--- src/rtl/dpbs_defs.vh ---
// Constants for the dual-port buffer block sequencer: register map, fields, resets.
// Assumes a single 40 MHz clock and an AXI4-Lite master for the local processor.
//
// Summary of operation
// A software reset clears the direction bit (host-to-peripheral), buffer size and addressing mode.
// In extended mode software clears both high pointer registers before a block write.
// For a host-to-peripheral block software loads the stop pointer with the block length first.
// Setting the host write start latch starts DMA request/acknowledge cycles into the buffer.
// In a host-to-buffer transfer the complete flag sets when the write pointer equals the stop pointer.
// Software tells the peripheral to start only after the complete flag is set in a single write.
// The read pointer advances on every peripheral buffer access; here only in direction 0, the write pointer in direction 1.
// A next peripheral block may fill the buffer while host DMA of the previous one runs, given room.
// Software watches the read pointer or counts blocks to avoid peripheral overruns.
// Software may rewrite the stop pointer and restart DMA only with enough data buffered.
// A multi-block write starts with one host block; then both sides may run together.
// In a buffer-to-host transfer the complete flag sets when the read pointer equals the stop pointer.
// The write pointer always holds the location after the last entry written.
// The complete flag stays set until a latch bit is set or a reset is issued.
`ifndef DPBS_DEFS_VH
`define DPBS_DEFS_VH

// ****************************************
// Register byte offsets
// ****************************************
`define DPBS_OFF_CTRL      12'h000
`define DPBS_OFF_STATUS    12'h004
`define DPBS_OFF_STOP      12'h008
`define DPBS_OFF_WPTR      12'h00C
`define DPBS_OFF_RPTR      12'h010
`define DPBS_OFF_PTRHI     12'h014
`define DPBS_OFF_IRQ_STAT  12'h018
`define DPBS_OFF_IRQ_MASK  12'h01C

// ****************************************
// Control fields
// ****************************************
`define DPBS_CTRL_RESET    0
`define DPBS_CTRL_DIR      1
`define DPBS_CTRL_WLATCH   2
`define DPBS_CTRL_RLATCH   3
`define DPBS_CTRL_EXT      4
`define DPBS_CTRL_SIZE_LO  5
`define DPBS_CTRL_SIZE_HI  6

// Status / interrupt fields
`define DPBS_ST_DONE       0
`define DPBS_ST_ACTIVE     1
`define DPBS_IRQ_DONE      0
`define DPBS_IRQ_WRAP      1

// ****************************************
// Widths and reset values
// ****************************************
`define DPBS_PTR_W         14
`define DPBS_PTR_RST       14'h0000
`define DPBS_SIZE_RST      2'h0
`define DPBS_HI_RST        8'h00

`endif

--- src/rtl/dpbs_seq.v ---
// Block-transfer sequencer of a dual-port buffer controller, with an AXI4-Lite
// register slave, host DMA request/acknowledge port and peripheral access port.
// Assumes all inputs are synchronous to aclk; buffer RAM itself lies outside.
`timescale 1ns/1ps
`include "dpbs_defs.vh"

module dpbs_seq (
	// Clock, reset, enable
	input  wire                   aclk,
	input  wire                   aresetn,
	input  wire                   clk_en,
	// AXI4-Lite write address
	input  wire [11:0]            s_axi_awaddr,
	input  wire                   s_axi_awvalid,
	output wire                   s_axi_awready,
	// AXI4-Lite write data
	input  wire [31:0]            s_axi_wdata,
	input  wire [3:0]             s_axi_wstrb,
	input  wire                   s_axi_wvalid,
	output wire                   s_axi_wready,
	// AXI4-Lite write response
	output reg  [1:0]             s_axi_bresp,
	output reg                    s_axi_bvalid,
	input  wire                   s_axi_bready,
	// AXI4-Lite read address
	input  wire [11:0]            s_axi_araddr,
	input  wire                   s_axi_arvalid,
	output wire                   s_axi_arready,
	// AXI4-Lite read data
	output reg  [31:0]            s_axi_rdata,
	output reg  [1:0]             s_axi_rresp,
	output reg                    s_axi_rvalid,
	input  wire                   s_axi_rready,
	// Host DMA
	output wire                   dma_req,
	input  wire                   dma_ack,
	// Peripheral buffer access
	input  wire                   periph_strobe,
	// Buffer addresses
	output reg  [`DPBS_PTR_W-1:0] host_addr,
	output reg  [`DPBS_PTR_W-1:0] periph_addr,
	// Interrupt
	output wire                   irq
);

	// ****************************************
	// Registers
	// ****************************************
	// Control and transfer state
	reg                   dir_r;
	reg                   ext_r;
	reg [1:0]             size_r;
	reg                   active_r;
	reg                   done_r;
	reg [`DPBS_PTR_W-1:0] stop_r;
	reg [`DPBS_PTR_W-1:0] wptr_r;
	reg [`DPBS_PTR_W-1:0] rptr_r;
	reg [7:0]             rhi_r;
	reg [7:0]             whi_r;
	reg [1:0]             irq_stat_r;
	reg [1:0]             irq_mask_r;
	// Write channel holding registers
	reg                   aw_got_r;
	reg                   w_got_r;
	reg [11:0]            awaddr_r;
	reg [31:0]            wdata_r;
	reg [3:0]             wstrb_r;

	// ****************************************
	// AXI4-Lite handshakes
	// ****************************************
	// Readies drop with clk_en so no transfer is taken while state is frozen;
	// a master that keeps valid up simply waits for the enable to return
	wire aw_fire = s_axi_awvalid & s_axi_awready;
	wire w_fire  = s_axi_wvalid & s_axi_wready;
	assign s_axi_awready = clk_en & ~aw_got_r & ~s_axi_bvalid;
	assign s_axi_wready  = clk_en & ~w_got_r & ~s_axi_bvalid;
	assign s_axi_arready = clk_en & ~s_axi_rvalid;

	wire        aw_have = aw_got_r | aw_fire;
	wire        w_have  = w_got_r | w_fire;
	wire        wr_go   = clk_en & aw_have & w_have & ~s_axi_bvalid;
	wire [11:0] wa      = aw_got_r ? awaddr_r : s_axi_awaddr;
	wire [31:0] wd      = w_got_r ? wdata_r : s_axi_wdata;
	wire [3:0]  ws      = w_got_r ? wstrb_r : s_axi_wstrb;
	// A write with both low strobes clear is answered OKAY at a mapped offset but changes nothing
	wire        wr_ok   = wr_go & (ws[0] | ws[1]);

	// Decoded write strobes; only the low half-word carries register bits
	wire wr_ctrl  = wr_ok & (wa == `DPBS_OFF_CTRL);
	wire wr_stop  = wr_ok & (wa == `DPBS_OFF_STOP);
	wire wr_hi    = wr_ok & (wa == `DPBS_OFF_PTRHI);
	wire wr_istat = wr_ok & (wa == `DPBS_OFF_IRQ_STAT);
	wire wr_imask = wr_ok & (wa == `DPBS_OFF_IRQ_MASK);
	wire mapped_w = (wa == `DPBS_OFF_CTRL) | (wa == `DPBS_OFF_STATUS) |
			(wa == `DPBS_OFF_STOP) | (wa == `DPBS_OFF_WPTR) |
			(wa == `DPBS_OFF_RPTR) | (wa == `DPBS_OFF_PTRHI) |
			(wa == `DPBS_OFF_IRQ_STAT) | (wa == `DPBS_OFF_IRQ_MASK);

	wire soft_rst = wr_ctrl & wd[`DPBS_CTRL_RESET];
	wire wlatch   = wr_ctrl & wd[`DPBS_CTRL_WLATCH] & ~soft_rst;
	wire rlatch   = wr_ctrl & wd[`DPBS_CTRL_RLATCH] & ~soft_rst;

	// ****************************************
	// Transfer engine
	// ****************************************
	// Direction 0 moves host data into the buffer, 1 moves buffer data to the host
	wire host_beat = active_r & dma_ack & clk_en;
	// Peripheral beats are taken in every state, so a next block can fill the
	// buffer while host DMA of the earlier one runs; room is software's concern
	wire per_beat  = periph_strobe & clk_en;
	wire [`DPBS_PTR_W-1:0] wptr_nxt = wptr_r + 14'h0001;
	wire [`DPBS_PTR_W-1:0] rptr_nxt = rptr_r + 14'h0001;

	// Host moves the write pointer when filling, the read pointer when draining
	wire host_w = host_beat & ~dir_r;
	wire host_r = host_beat & dir_r;
	// Peripheral uses the opposite pointer of the host
	wire per_w  = per_beat & dir_r;
	wire per_r  = per_beat & ~dir_r;
	// Pointers wrap at the buffer depth; no full or empty tracking is kept here
	wire inc_w  = host_w | per_w;
	wire inc_r  = host_r | per_r;

	// Completion is checked on the advanced pointer so the flag rises with the last beat
	wire hit = (host_w & (wptr_nxt == stop_r)) |
		   (host_r & (rptr_nxt == stop_r));

	// Request falls with the completing beat; a host that acks once more after
	// that is ignored, because active is already low
	assign dma_req = active_r & ~done_r;

	always @(posedge aclk) begin
		if (!aresetn) begin
			dir_r    <= 1'b0;
			ext_r    <= 1'b0;
			size_r   <= `DPBS_SIZE_RST;
			active_r <= 1'b0;
			done_r   <= 1'b0;
			stop_r   <= `DPBS_PTR_RST;
			wptr_r   <= `DPBS_PTR_RST;
			rptr_r   <= `DPBS_PTR_RST;
			rhi_r    <= `DPBS_HI_RST;
			whi_r    <= `DPBS_HI_RST;
		end else if (clk_en) begin
			// Stop pointer, high latches and interrupt state survive a soft reset
			if (soft_rst) begin
				dir_r    <= 1'b0;
				ext_r    <= 1'b0;
				size_r   <= `DPBS_SIZE_RST;
				active_r <= 1'b0;
				done_r   <= 1'b0;
				wptr_r   <= `DPBS_PTR_RST;
				rptr_r   <= `DPBS_PTR_RST;
			end else begin
				if (wr_ctrl) begin
					dir_r  <= wd[`DPBS_CTRL_DIR];
					ext_r  <= wd[`DPBS_CTRL_EXT];
					size_r <= wd[`DPBS_CTRL_SIZE_HI:`DPBS_CTRL_SIZE_LO];
				end
				// A latch write in the cycle of the final beat restarts the engine
				if (wlatch | rlatch) begin
					active_r <= 1'b1;
					done_r   <= 1'b0;
				end else if (hit) begin
					active_r <= 1'b0;
					done_r   <= 1'b1;
				end
				if (inc_w)
					wptr_r <= wptr_nxt;
				if (inc_r)
					rptr_r <= rptr_nxt;
			end
			if (wr_stop)
				stop_r <= wd[`DPBS_PTR_W-1:0];
			if (wr_hi) begin
				// External latches are not cleared by a soft reset; software loads them
				rhi_r <= wd[7:0];
				whi_r <= wd[15:8];
			end
		end
	end

	// Address outputs registered from the pointers feeding each port
	// The cycle of lag keeps them glitch-free; the far side must allow for it
	always @(posedge aclk) begin
		if (!aresetn) begin
			host_addr   <= `DPBS_PTR_RST;
			periph_addr <= `DPBS_PTR_RST;
		end else if (clk_en) begin
			host_addr   <= dir_r ? rptr_r : wptr_r;
			periph_addr <= dir_r ? wptr_r : rptr_r;
		end
	end

	// ****************************************
	// Interrupts
	// ****************************************
	// Wrap of a pointer warns extended-mode software to reload the high latch
	wire wrap_ev = (inc_w & (wptr_nxt == `DPBS_PTR_RST)) |
		       (inc_r & (rptr_nxt == `DPBS_PTR_RST));
	wire [1:0] ev = {wrap_ev & ext_r, hit & ~(wlatch | rlatch) & ~soft_rst};

	// Set wins over a write-one-to-clear in the same cycle
	always @(posedge aclk) begin
		if (!aresetn) begin
			irq_stat_r <= 2'h0;
			irq_mask_r <= 2'h0;
		end else if (clk_en) begin
			irq_stat_r <= (irq_stat_r & ~({2{wr_istat}} & wd[1:0])) | ev;
			if (wr_imask)
				irq_mask_r <= wd[1:0];
		end
	end
	// Level output built from registers only, so it cannot glitch
	assign irq = |(irq_stat_r & irq_mask_r);

	// ****************************************
	// AXI4-Lite write channel
	// ****************************************
	always @(posedge aclk) begin
		if (!aresetn) begin
			aw_got_r     <= 1'b0;
			w_got_r      <= 1'b0;
			awaddr_r     <= 12'h000;
			wdata_r      <= 32'h00000000;
			wstrb_r      <= 4'h0;
			s_axi_bvalid <= 1'b0;
			s_axi_bresp  <= 2'h0;
		end else if (clk_en) begin
			// Address and data may come in either order; each is held
			// here until its partner arrives
			if (aw_fire) begin
				awaddr_r <= s_axi_awaddr;
				aw_got_r <= 1'b1;
			end
			if (w_fire) begin
				wdata_r <= s_axi_wdata;
				wstrb_r <= s_axi_wstrb;
				w_got_r <= 1'b1;
			end
			if (wr_go) begin
				aw_got_r     <= 1'b0;
				w_got_r      <= 1'b0;
				s_axi_bvalid <= 1'b1;
				s_axi_bresp  <= mapped_w ? 2'h0 : 2'h2;
			end else if (s_axi_bvalid & s_axi_bready) begin
				s_axi_bvalid <= 1'b0;
			end
		end
	end

	// ****************************************
	// AXI4-Lite read channel
	// ****************************************
	// Decode is combinational on the address; the result is captured with the
	// handshake, so read data stays stable while rvalid stands
	reg [31:0] rd_mux;
	reg        rd_ok;
	always @* begin
		rd_mux = 32'h00000000;
		rd_ok  = 1'b1;
		if (s_axi_araddr == `DPBS_OFF_CTRL)
			rd_mux = {25'h0000000, size_r, ext_r, 2'h0, dir_r, 1'b0};
		else if (s_axi_araddr == `DPBS_OFF_STATUS)
			rd_mux = {30'h00000000, active_r, done_r};
		else if (s_axi_araddr == `DPBS_OFF_STOP)
			rd_mux = {18'h00000, stop_r};
		else if (s_axi_araddr == `DPBS_OFF_WPTR)
			rd_mux = {18'h00000, wptr_r};
		else if (s_axi_araddr == `DPBS_OFF_RPTR)
			rd_mux = {18'h00000, rptr_r};
		else if (s_axi_araddr == `DPBS_OFF_PTRHI)
			rd_mux = {16'h0000, whi_r, rhi_r};
		else if (s_axi_araddr == `DPBS_OFF_IRQ_STAT)
			rd_mux = {30'h00000000, irq_stat_r};
		else if (s_axi_araddr == `DPBS_OFF_IRQ_MASK)
			rd_mux = {30'h00000000, irq_mask_r};
		else
			rd_ok = 1'b0;
	end

	always @(posedge aclk) begin
		if (!aresetn) begin
			s_axi_rvalid <= 1'b0;
			s_axi_rdata  <= 32'h00000000;
			s_axi_rresp  <= 2'h0;
		end else if (clk_en) begin
			if (s_axi_arvalid & s_axi_arready) begin
				s_axi_rvalid <= 1'b1;
				s_axi_rdata  <= rd_mux;
				s_axi_rresp  <= rd_ok ? 2'h0 : 2'h2;
			end else if (s_axi_rvalid & s_axi_rready) begin
				s_axi_rvalid <= 1'b0;
			end
		end
	end

endmodule

--- config.mk ---
export PLATFORM = sky130hd
export DESIGN_NAME = dpbs_seq
export DESIGN_NICKNAME = d
export VERILOG_FILES = /design/src/rtl/dpbs_seq.v
export VERILOG_INCLUDE_DIRS = /design/src /design/src/rtl
export SDC_FILE = /design/constraint.sdc
export NUM_CORES = 1
export LEC_CHECK = 0
export BUFFER_PORTS_ARGS = -buffer_cell sky130_fd_sc_hd__buf_2
export CAP_MARGIN = 20
export CORE_MARGIN = 3
export CORE_UTILIZATION = 35
export CTS_BUF_LIST = sky130_fd_sc_hd__clkbuf_16
export DETAILED_ROUTE_END_ITERATION = 16
export PLACE_DENSITY = 0.64
export SYNTH_ARGS = -nofsm -noshare
export SYNTH_HDL_FRONTEND = slang
export SYNTH_SLANG_ARGS = --single-unit
--- constraint.sdc ---
create_clock -name aclk -period 4.2 [get_ports aclk]
set_input_delay 0.42 -clock aclk [delete_from_list [all_inputs] [get_ports aclk]]
set_output_delay 0.42 -clock aclk [all_outputs]
set_load 0.1 [all_outputs]
==> results of run 1 <==
-- Yosys cell counts (16+ instances only) --
master	n
dfxtp_1	148
nand2_1	134
mux2i_1	81
nor2_1	60
clkbuf_1	44
xnor2_1	40
nor2b_1	39
a21boi_0	38
o211a_1	38
xor2_1	34
buf_2	22
o21ai_0	21
buf_4	20
nand3_1	19
nor3_1	19
mux2_2	18
a21oi_1	17
nand4_1	16
-- sequential cells by signal, indices dropped and copies added (netlist names), 12 cells and up --
register	count
awaddr_r	12
host_addr	14
periph_addr	14
rptr_r	14
s_axi_rdata	16
stop_r	14
wdata_r	16
wptr_r	14
-- worst max-delay path, cell delays in order, from the launching register on --
cell and delay [ns]:
dfxtp_1 0.64, ha_1 0.38, and4_1 0.40, nand3_2 0.17, xnor2_1 0.19, or3b_1 0.40
a2111oi_2 0.53, nor2_1 0.13, a31o_1 0.24
-- cell type report --
class | instances | share of cell area, %
Clock buffer | 17 | 4.539
Timing Repair Buffer | 110 | 6.034
Sequential cell | 148 | 31.62
Clock inverter | 15 | 1.295
Inverter | 6 | 0.2403
Tap cell | 313 | 4.178
Multi-Input combinational cell | 708 | 52.09
-- per-stage QoR --
step                      hold WS [ns]  std cells  area, µm²  power, µW  setup slack (ns)
after floorplan                 0.4384        959       8353       1937            0.8436
final                           0.2432       1317       9373       3404             1.024
after CTS                       0.2284       1317       9373       3449             1.062
after global routing            0.2390       1317       9373       3534            0.8130
after global placement          0.4477       1285       8826       2024             1.102
after detailed placement        0.4541       1285       8826       2028             1.080
-- layer usage --
layer / track usage [%] / part of all wire, %
met5: 0 / 0.070
met4: 5.523 / 1.8
met3: 3.632 / 4.8
met2: 28.62 / 49
met1: 21.30 / 44
-- kinds of logic after synthesis --
family / count (synthesis) / synth area share, %
AND/OR/NAND/NOR: 347 / 21.04
AO/OA/AOI/OAI: 163 / 15.58
flip-flops: 148 / 35.74
buffers and inverters: 103 / 6.128
multiplexers: 102 / 13.04
XOR/XNOR: 74 / 7.819
adder cells (fa/ha/maj): 4 / 0.6038
other: 1 / 0.04524
-- where the power goes --
group          total (µW)  internal (µW)  leakage (µW)  switching (µW)
registers            1470           1440       0.00120            27.8
clock network        1410            768      0.000266             643
logic                 520            117       0.00248             404
total                3400           2330       0.00395            1070
-- path summary, 6_finish.rpt --
path / start / endpoint / slack [ns]
setup reg to reg: rptr_r[0]$_SDFFE_PN0P_ / active_r$_SDFFE_PN0P_ / 1.02
setup / recovery: rptr_r[0]$_SDFFE_PN0P_ / active_r$_SDFFE_PN0P_ / 1.02
hold / removal: s_axi_awaddr[7] / awaddr_r[7]$_SDFFE_PN0P_ / 0.24
hold reg to reg: wdata_r[8]$_SDFFE_PN0P_ / wdata_r[8]$_SDFFE_PN0P_ / 0.46
==> flow_summary_export.csv, run 1 <==
group,metric,value,unit
worst_setup_path,crit_fanout,13,
sta,fin_skew,0.01073,ns
sta,slew-limit-headroom,31.64,%
logic_synthesis,synth_cell_types,69,
cts,cts_sinks,148,
worst_hold_path,hold_class,"primary input to flop",
final_layout,fill_cells,2317,
cts,postCtsSetupBuffers,0,
worst_setup_path,cp.arrival,3.50,ns
final_layout,layout-drive-gt1-share,17.83,%
logic_synthesis,yosysTopAreaCellShare,35.74,%
place,gp_congestion,0.8940,
logic_synthesis,syn_area,8289,µm²
sta,rsz0062_at_grt,"false",
final_layout,n_antenna_cell,0,
final_layout,regArea,2964,µm²
logic_synthesis,avgSynthCellArea,8.800,µm²
cts,cts_buffers,17,
sta,maxSlewViolCount,0,
drt,drt_wl_total,21.43,mm
sta,post-route-period-util,75.62,%
sta,fmaxAchievable,314.9,MHz
global_routing,grt_pass1_wl,34.95,mm
cts,insertion_delay,0.43,ns
logic_synthesis,synth_edf_count,0,
drt,ant_nets,0,
worst_setup_path,start_kind,"flop",
die,core,22980,µm²
global_routing,grt_pass1_vias,6497,
drt,drc_errors,0,
cts,cts_root_buffer,"clkbuf_16",
pwr,leakagePower,0.003952,µW
drt,drt_iter0_drc,415,
logic_synthesis,yosys_warnings,0,
cts,cts.path.max_buffers,2,
die,die-area,25570,µm²
die,num_rows,55,
sta,setup_viol,0,
cts,cts_resized,0,
place,portBuffers,104,
global_routing,grt_use_total,16.84,%
logic_synthesis,yosysSeqAreaShare,35.74,%
logic_synthesis,synth_largest_area_cell,"dfxtp_1",
logic_synthesis,syn_inst,942,
global_routing,antenna_found_initial,1,
pwr,power.density,363.2,nW/µm²
final_layout,final_util,40.78,%
worst_setup_path,required,4.53,ns
worst_setup_path,cp-end-kind,"flop",
logic_synthesis,synth_seq_cells,148,
logic_synthesis,synth_area_leaders,"dfxtp_1 36%, mux2i_1 9.8%, nand2_1 6.1%, o211a_1 4.6%, xnor2_1 4.2%",
sta,setup-tns-final,0,ns
final_layout,final_nets,1065,
run,max_cap_violations,0,
drt,drt-wirelength-per-cell,16.27,µm
sta,tightest_slew,1.023,ns
place,hpwlAfterDp,15.43,mm
cts,cts_tree,"done",
logic_synthesis,async_reset_ff_share,0,%
drt,via_per_inst,5.196,
sta,period_needed,3.176,ns
final_layout,layout_commonest_cell,"dfxtp_1",
sta,finalHoldViolCount,0,
final_layout,multi_input_area,4882,µm²
die,initial_core_util,36.06,%
cts,clkTransAtPathRegs,0.07,ns
global_routing,gr-total-overflow,0,
worst_setup_path,criticalPathCategory,"flop to flop",
global_routing,grt_max_degree,76,
die,die_w,159.9,µm
final_layout,syn2layout_area_growth,13.07,%
worst_hold_path,hold_depth,3,
logic_synthesis,synth_ff_type,"dfxtp_1",
die,die_h,159.9,µm
pwr,ir_drop,257.5,µV
drt,dr.pass1.iters,5,
cts,h-tree-depth,4,
worst_setup_path,r2r_cells,8,
cts,ctsHoldBuffers,0,
status,status,"completed",
die,pin_count,141,
final_layout,layout_common_cells,"147 x dfxtp_1, 134 x nand2_1, 104 x buf_2",
drt,vias,6843,
Power figures use the tool's default switching activity.
==> run 2: changes to the inputs <==
Clock period 4.2 ns to 3.1 ns, I/O delays scaled along.
==> run 2 against run 1 <==
Total power is 42% higher. Critical path type unchanged. Critical endpoint unchanged. Maximum frequency grew 17%. Final area is 2.8% higher. Non-clock buffer count is 25 higher. Clock power grew 50%. Flip-flop and latch count stayed put. Routed wire length increased by 2.4%. Sequential power rose by 35%. Clock skew is 0.00076 ns higher. Worst hold slack worse by 0.12 ns. Sequential share of layout area decreased by 0.87 points. Largest power group is now the clock network.
==> flow_summary_export.csv, run 2 (synthesis results as in run 1) <==
group,metric,value,unit
cts,cts_tree,"done",
final_layout,layout_commonest_cell,"dfxtp_1",
worst_setup_path,crit_fanout,11,
sta,setup-tns-final,0,ns
sta,whs,0.1255,ns
final_layout,n_antenna_cell,0,
place,gp_congestion,0.8886,
global_routing,gr-usage-met3,2.853,%
cts,cts_resized,0,
worst_setup_path,required,3.43,ns
worst_setup_path,cp.arrival,3.04,ns
worst_setup_path,cp-end-kind,"flop",
worst_setup_path,cp-endpoint,"active_r$_SDFFE_PN0P_",
final_layout,layout_common_cells,"147 x dfxtp_1, 134 x nand2_1, 104 x buf_2",
cts,insertion_delay,0.43,ns
run,max_cap_violations,0,
die,die-area,25570,µm²
global_routing,antenna_found_initial,0,
worst_setup_path,crit_path_start,"rptr_r[2]$_SDFFE_PN0P_",
cts,clkTransAtPathRegs,0.07,ns
cts,cts.path.max_buffers,2,
pwr,leakagePower,0.004114,µW
sta,fin_skew,0.01149,ns
drt,vias,6977,
cts,h-tree-depth,4,
global_routing,grt_use_total,16.87,%
cts,ctsHoldBuffers,0,
sta,tightest_slew,0.6827,ns
drt,via_per_inst,5.199,
worst_setup_path,worst_r2r_startpoint,"rptr_r[2]$_SDFFE_PN0P_",
worst_setup_path,r2r_cells,7,
worst_setup_path,start_kind,"flop",
drt,drt_iter0_drc,489,
drt,dr.pass1.iters,5,
drt,drt_wl_total,21.94,mm
sta,maxSlewViolCount,0,
sta,slew-limit-headroom,54.48,%
final_layout,regArea,2964,µm²
sta,setup_viol,0,
final_layout,final_nets,1090,
global_routing,top_usage_layer,"met2",
cts,cts_root_buffer,"clkbuf_16",
sta,period_needed,2.711,ns
final_layout,multi_input_area,4890,µm²
sta,rsz0062_at_grt,"false",
cts,cts_sinks,148,
global_routing,use_met2,27.67,%
sta,post-route-period-util,87.45,%
worst_setup_path,r2r_setup_slack,0.39,ns
worst_setup_path,timing.rr.end,"active_r$_SDFFE_PN0P_",
final_layout,top_regs,"s_axi_rdata (16), wdata_r (16)",
die,pin_count,141,
worst_hold_path,min_from,"s_axi_awaddr[7]",
drt,ant_nets,0,
drt,drt-wirelength-per-cell,16.35,µm
final_layout,fill_cells,2298,
worst_hold_path,hold_class,"primary input to flop",
global_routing,use_met1,22.28,%
die,num_rows,55,
cts,postCtsSetupBuffers,0,
status,status,"completed",
pwr,power.density,500.9,nW/µm²
place,hpwlAfterDp,15.63,mm
global_routing,gr-total-overflow,0,
cts,cts_buffers,17,
die,die_h,159.9,µm
die,die_w,159.9,µm
drt,drc_errors,0,
final_layout,layout-drive-gt1-share,20.12,%
global_routing,grt_max_degree,121,
global_routing,grt_pass1_wl,35.13,mm
final_layout,syn2layout_area_growth,16.26,%
worst_setup_path,criticalPathCategory,"flop to flop",
global_routing,grt_pass1_vias,6613,
sta,fmaxAchievable,368.9,MHz
die,initial_core_util,36.06,%
die,core,22980,µm²
place,portBuffers,104,
pwr,ir_drop,384.5,µV
sta,finalHoldViolCount,0,
==> run 2: cell types whose count changed in the layout (fill, tap and decap cells not counted), sizes merged <==
cell / previous run / this run
buf: 110 / 135
clkinv: 7 / 3
bufinv: 0 / 2
inv: 12 / 14
==> run 2: per-stage QoR <==
stage	setup slack, ns	util, %	instance area [µm²]	power (µW)	std cells
2_1_floorplan	0.2335	-	8361	2626	959
3_3_place_gp	0.4773	39.22	9014	2749	1309
3_5_place_dp	0.4695	39.22	9014	2755	1309
4_1_cts	0.4300	41.81	9609	4872	1341
5_1_grt	0.1914	41.93	9637	5000	1342
6_report	0.3889	41.93	9637	4827	1342
==> run 2: worst max-delay path, stage by stage, from the launching register on <==
cell,delay (ns)
dfxtp_1,0.58
nand4_1,0.31
nor4_2,0.44
xnor2_1,0.11
a2111o_1,0.41
a2111oi_2,0.39
nor2_1,0.14
a31o_1,0.23
==> run 2: metal layers <==
metal / wire length (µm) / part of all wire [%]
met5: 0 / 0
met3: 884 / 4.0
met1: 10130 / 46
met4: 507 / 2.3
met2: 10410 / 47
==> run 2: worst min path at each step <==
stage | depth (start not counted) | to
after floorplan | 2 | awaddr_r[8]$_SDFFE_PN0P_
after CTS | 3 | awaddr_r[7]$_SDFFE_PN0P_
after global placement | 2 | wdata_r[8]$_SDFFE_PN0P_
final | 3 | awaddr_r[7]$_SDFFE_PN0P_
after detailed placement | 2 | wdata_r[12]$_SDFFE_PN0P_
after global routing | 3 | wdata_r[10]$_SDFFE_PN0P_
==> run 2: area by class of cell <==
cell class | instances | share of cell area [%]
clock inverters | 15 | 1.766
well taps | 313 | 4.064
repair buffers | 135 | 8.024
multi-input cells | 708 | 50.74
flip-flops and latches | 148 | 30.76
clock buffers | 17 | 4.414
inverters | 6 | 0.2337
==> run 2: where the power goes <==
group          internal, µW  switching (µW)  total [µW]
registers              1960            36.1        1990
logic                   165             553         719
clock network          1210             905        2120
==> run 3: changes to the inputs <==
Settings changed: CTS_BUF_LIST sky130_fd_sc_hd__clkbuf_16 to sky130_fd_sc_hd__clkbuf_4 sky130_fd_sc_hd__clkbuf_8.
==> run 3 against run 2 <==
Sequential share of layout area grew 0.59 points. Non-clock buffer count is the same. Combinational power is essentially flat. Largest cell class unchanged.
==> flow_summary_export.csv, run 3 (synthesis results as in run 1) <==
group,metric,value,unit
die,num_rows,55,
global_routing,grt_max_degree,121,
sta,setup_viol,0,
run,max_cap_violations,0,
final_layout,layout_common_cells,"147 x dfxtp_1, 134 x nand2_1, 104 x buf_2",
sta,rsz0062_at_grt,"false",
final_layout,fill_cells,2319,
drt,ant_nets,0,
global_routing,grt_use_total,16.79,%
drt,drt_wl_total,21.86,mm
pwr,power,4311,µW
final_layout,final_cell_area,9455,µm²
pwr,ir_drop,224.2,µV
worst_setup_path,slowest_stage,"dfxtp_1",
final_layout,top_regs,"s_axi_rdata (16), wdata_r (16)",
global_routing,grt_pass1_wl,34.92,mm
cts,h-tree-depth,4,
sta,setup-tns-final,0,ns
worst_hold_path,hold_class,"primary input to flop",
place,hpwlAfterDp,15.63,mm
cts,cts_resized,0,
final_layout,final_nets,1090,
sta,slew-limit-headroom,54.56,%
worst_setup_path,cp-end-kind,"flop",
sta,post-route-period-util,88.65,%
drt,drt-wirelength-per-cell,16.29,µm
sta,fin_skew,0.01598,ns
place,gp_congestion,0.8886,
cts,cts_buffers,17,
worst_setup_path,criticalPathCategory,"flop to flop",
drt,dr.pass1.iters,5,
global_routing,grt_pass1_vias,6593,
place,place_area,9014,µm²
drt,via_per_inst,5.189,
final_layout,n_antenna_cell,0,
drt,drt_iter0_drc,492,
cts,insertion_delay,0.48,ns
final_layout,syn2layout_area_growth,14.07,%
die,die_h,159.9,µm
worst_setup_path,critPathMaxStageDelay,0.59,ns
global_routing,antenna_found_initial,0,
die,initial_core_util,36.06,%
worst_setup_path,cp.arrival,3.12,ns
sta,tightest_slew,0.6816,ns
worst_setup_path,start_kind,"flop",
place,dp.cells,1309,
final_layout,final_cells,1342,
global_routing,gr-total-overflow,0,
cts,cts_root_buffer,"clkbuf_8",
place,portBuffers,104,
cts,clkTransAtPathRegs,0.09,ns
pwr,power.density,455.9,nW/µm²
final_layout,layout_commonest_cell,"dfxtp_1",
sta,fmaxAchievable,363.9,MHz
drt,drc_errors,0,
sta,finalHoldViolCount,0,
sta,period_needed,2.748,ns
cts,cts_sinks,148,
worst_setup_path,required,3.47,ns
sta,maxSlewViolCount,0,
cts,ctsHoldBuffers,0,
die,die-area,25570,µm²
die,die_w,159.9,µm
status,status,"completed",
cts,cts_tree,"done",
pwr,leakagePower,0.004033,µW
worst_setup_path,crit_fanout,11,
cts,cts.path.max_buffers,2,
final_layout,layout-drive-gt1-share,20.21,%
cts,postCtsSetupBuffers,0,
worst_setup_path,path_cells,"nand4_1, nor4_2, xnor2_1, a2111o_1, a2111oi_2, nor2_1, a31o_1",
die,core,22980,µm²
die,pin_count,141,
drt,vias,6963,
## run 3: cell count changes in the layout (fill, tap and decap cells not counted)
cell,change
clkbuf_8,+18
clkbuf_16,-17
clkinv_1,-1
## run 3: per-stage QoR
step / util, % / setup slack [ns] / hold WS, ns
3_3_place_gp: 39.22 / 0.4773 / 0.4503
2_1_floorplan: - / 0.2335 / 0.4384
5_1_grt: 41.14 / 0.2114 / 0.06417
6_report: 41.14 / 0.3518 / 0.07917
3_5_place_dp: 39.22 / 0.4695 / 0.4596
4_1_cts: 41.02 / 0.4538 / 0.05744
## run 3: path summary, 6_finish.rpt
path / startpoint / to / slack [ns] / cells after the start
worst max-delay path: rptr_r[2]$_SDFFE_PN0P_ / active_r$_SDFFE_PN0P_ / 0.35 / 7
worst min register to register: wdata_r[4]$_SDFFE_PN0P_ / wdata_r[4]$_SDFFE_PN0P_ / 0.47 / 2
worst max register to register: rptr_r[2]$_SDFFE_PN0P_ / active_r$_SDFFE_PN0P_ / 0.35 / 7
worst min-delay path: s_axi_awaddr[7] / awaddr_r[7]$_SDFFE_PN0P_ / 0.08 / 3
## run 3: cell type report
cell class / instances / area, µm² / share of cell area (%)
well taps: 313 / 391.6 / 4.142
inverters: 6 / 22.52 / 0.2382
multi-input cells: 708 / 4890 / 51.71
repair buffers: 135 / 773.2 / 8.178
clock buffers: 18 / 247.7 / 2.620
flip-flops and latches: 148 / 2964 / 31.35
clock inverters: 14 / 166.4 / 1.760
## run 3: worst max-delay path: cells and delay by family (launching register included)
| family | cells | cell delay (ns) |
|---|---|---|
| AND/OR/NAND/NOR | 3 | 0.89 |
| AO/OA/AOI/OAI | 3 | 1.06 |
| XOR/XNOR | 1 | 0.11 |
| flip-flops | 1 | 0.59 |
## run 3: where the power goes
| group | total, µW | internal, µW | switching (µW) | leakage [µW] |
|---|---|---|---|---|
| clock network | 1600 | 764 | 837 | 0.000207 |
| logic | 719 | 165 | 553 | 0.00262 |
| registers | 1990 | 1950 | 36.5 | 0.00120 |
| total | 4310 | 2880 | 1430 | 0.00403 |
## run 3: per-layer routing
metal	global-route usage (%)	routed length (µm)	vias to the layer above	share of wire [%]
met5	0	0	-	0
met4	6.430	518	0	2.4
met3	3.087	1059	41	4.8
met2	27.32	10260	213	47
met1	22.21	10020	3277	46
li1	-	-	3432	-
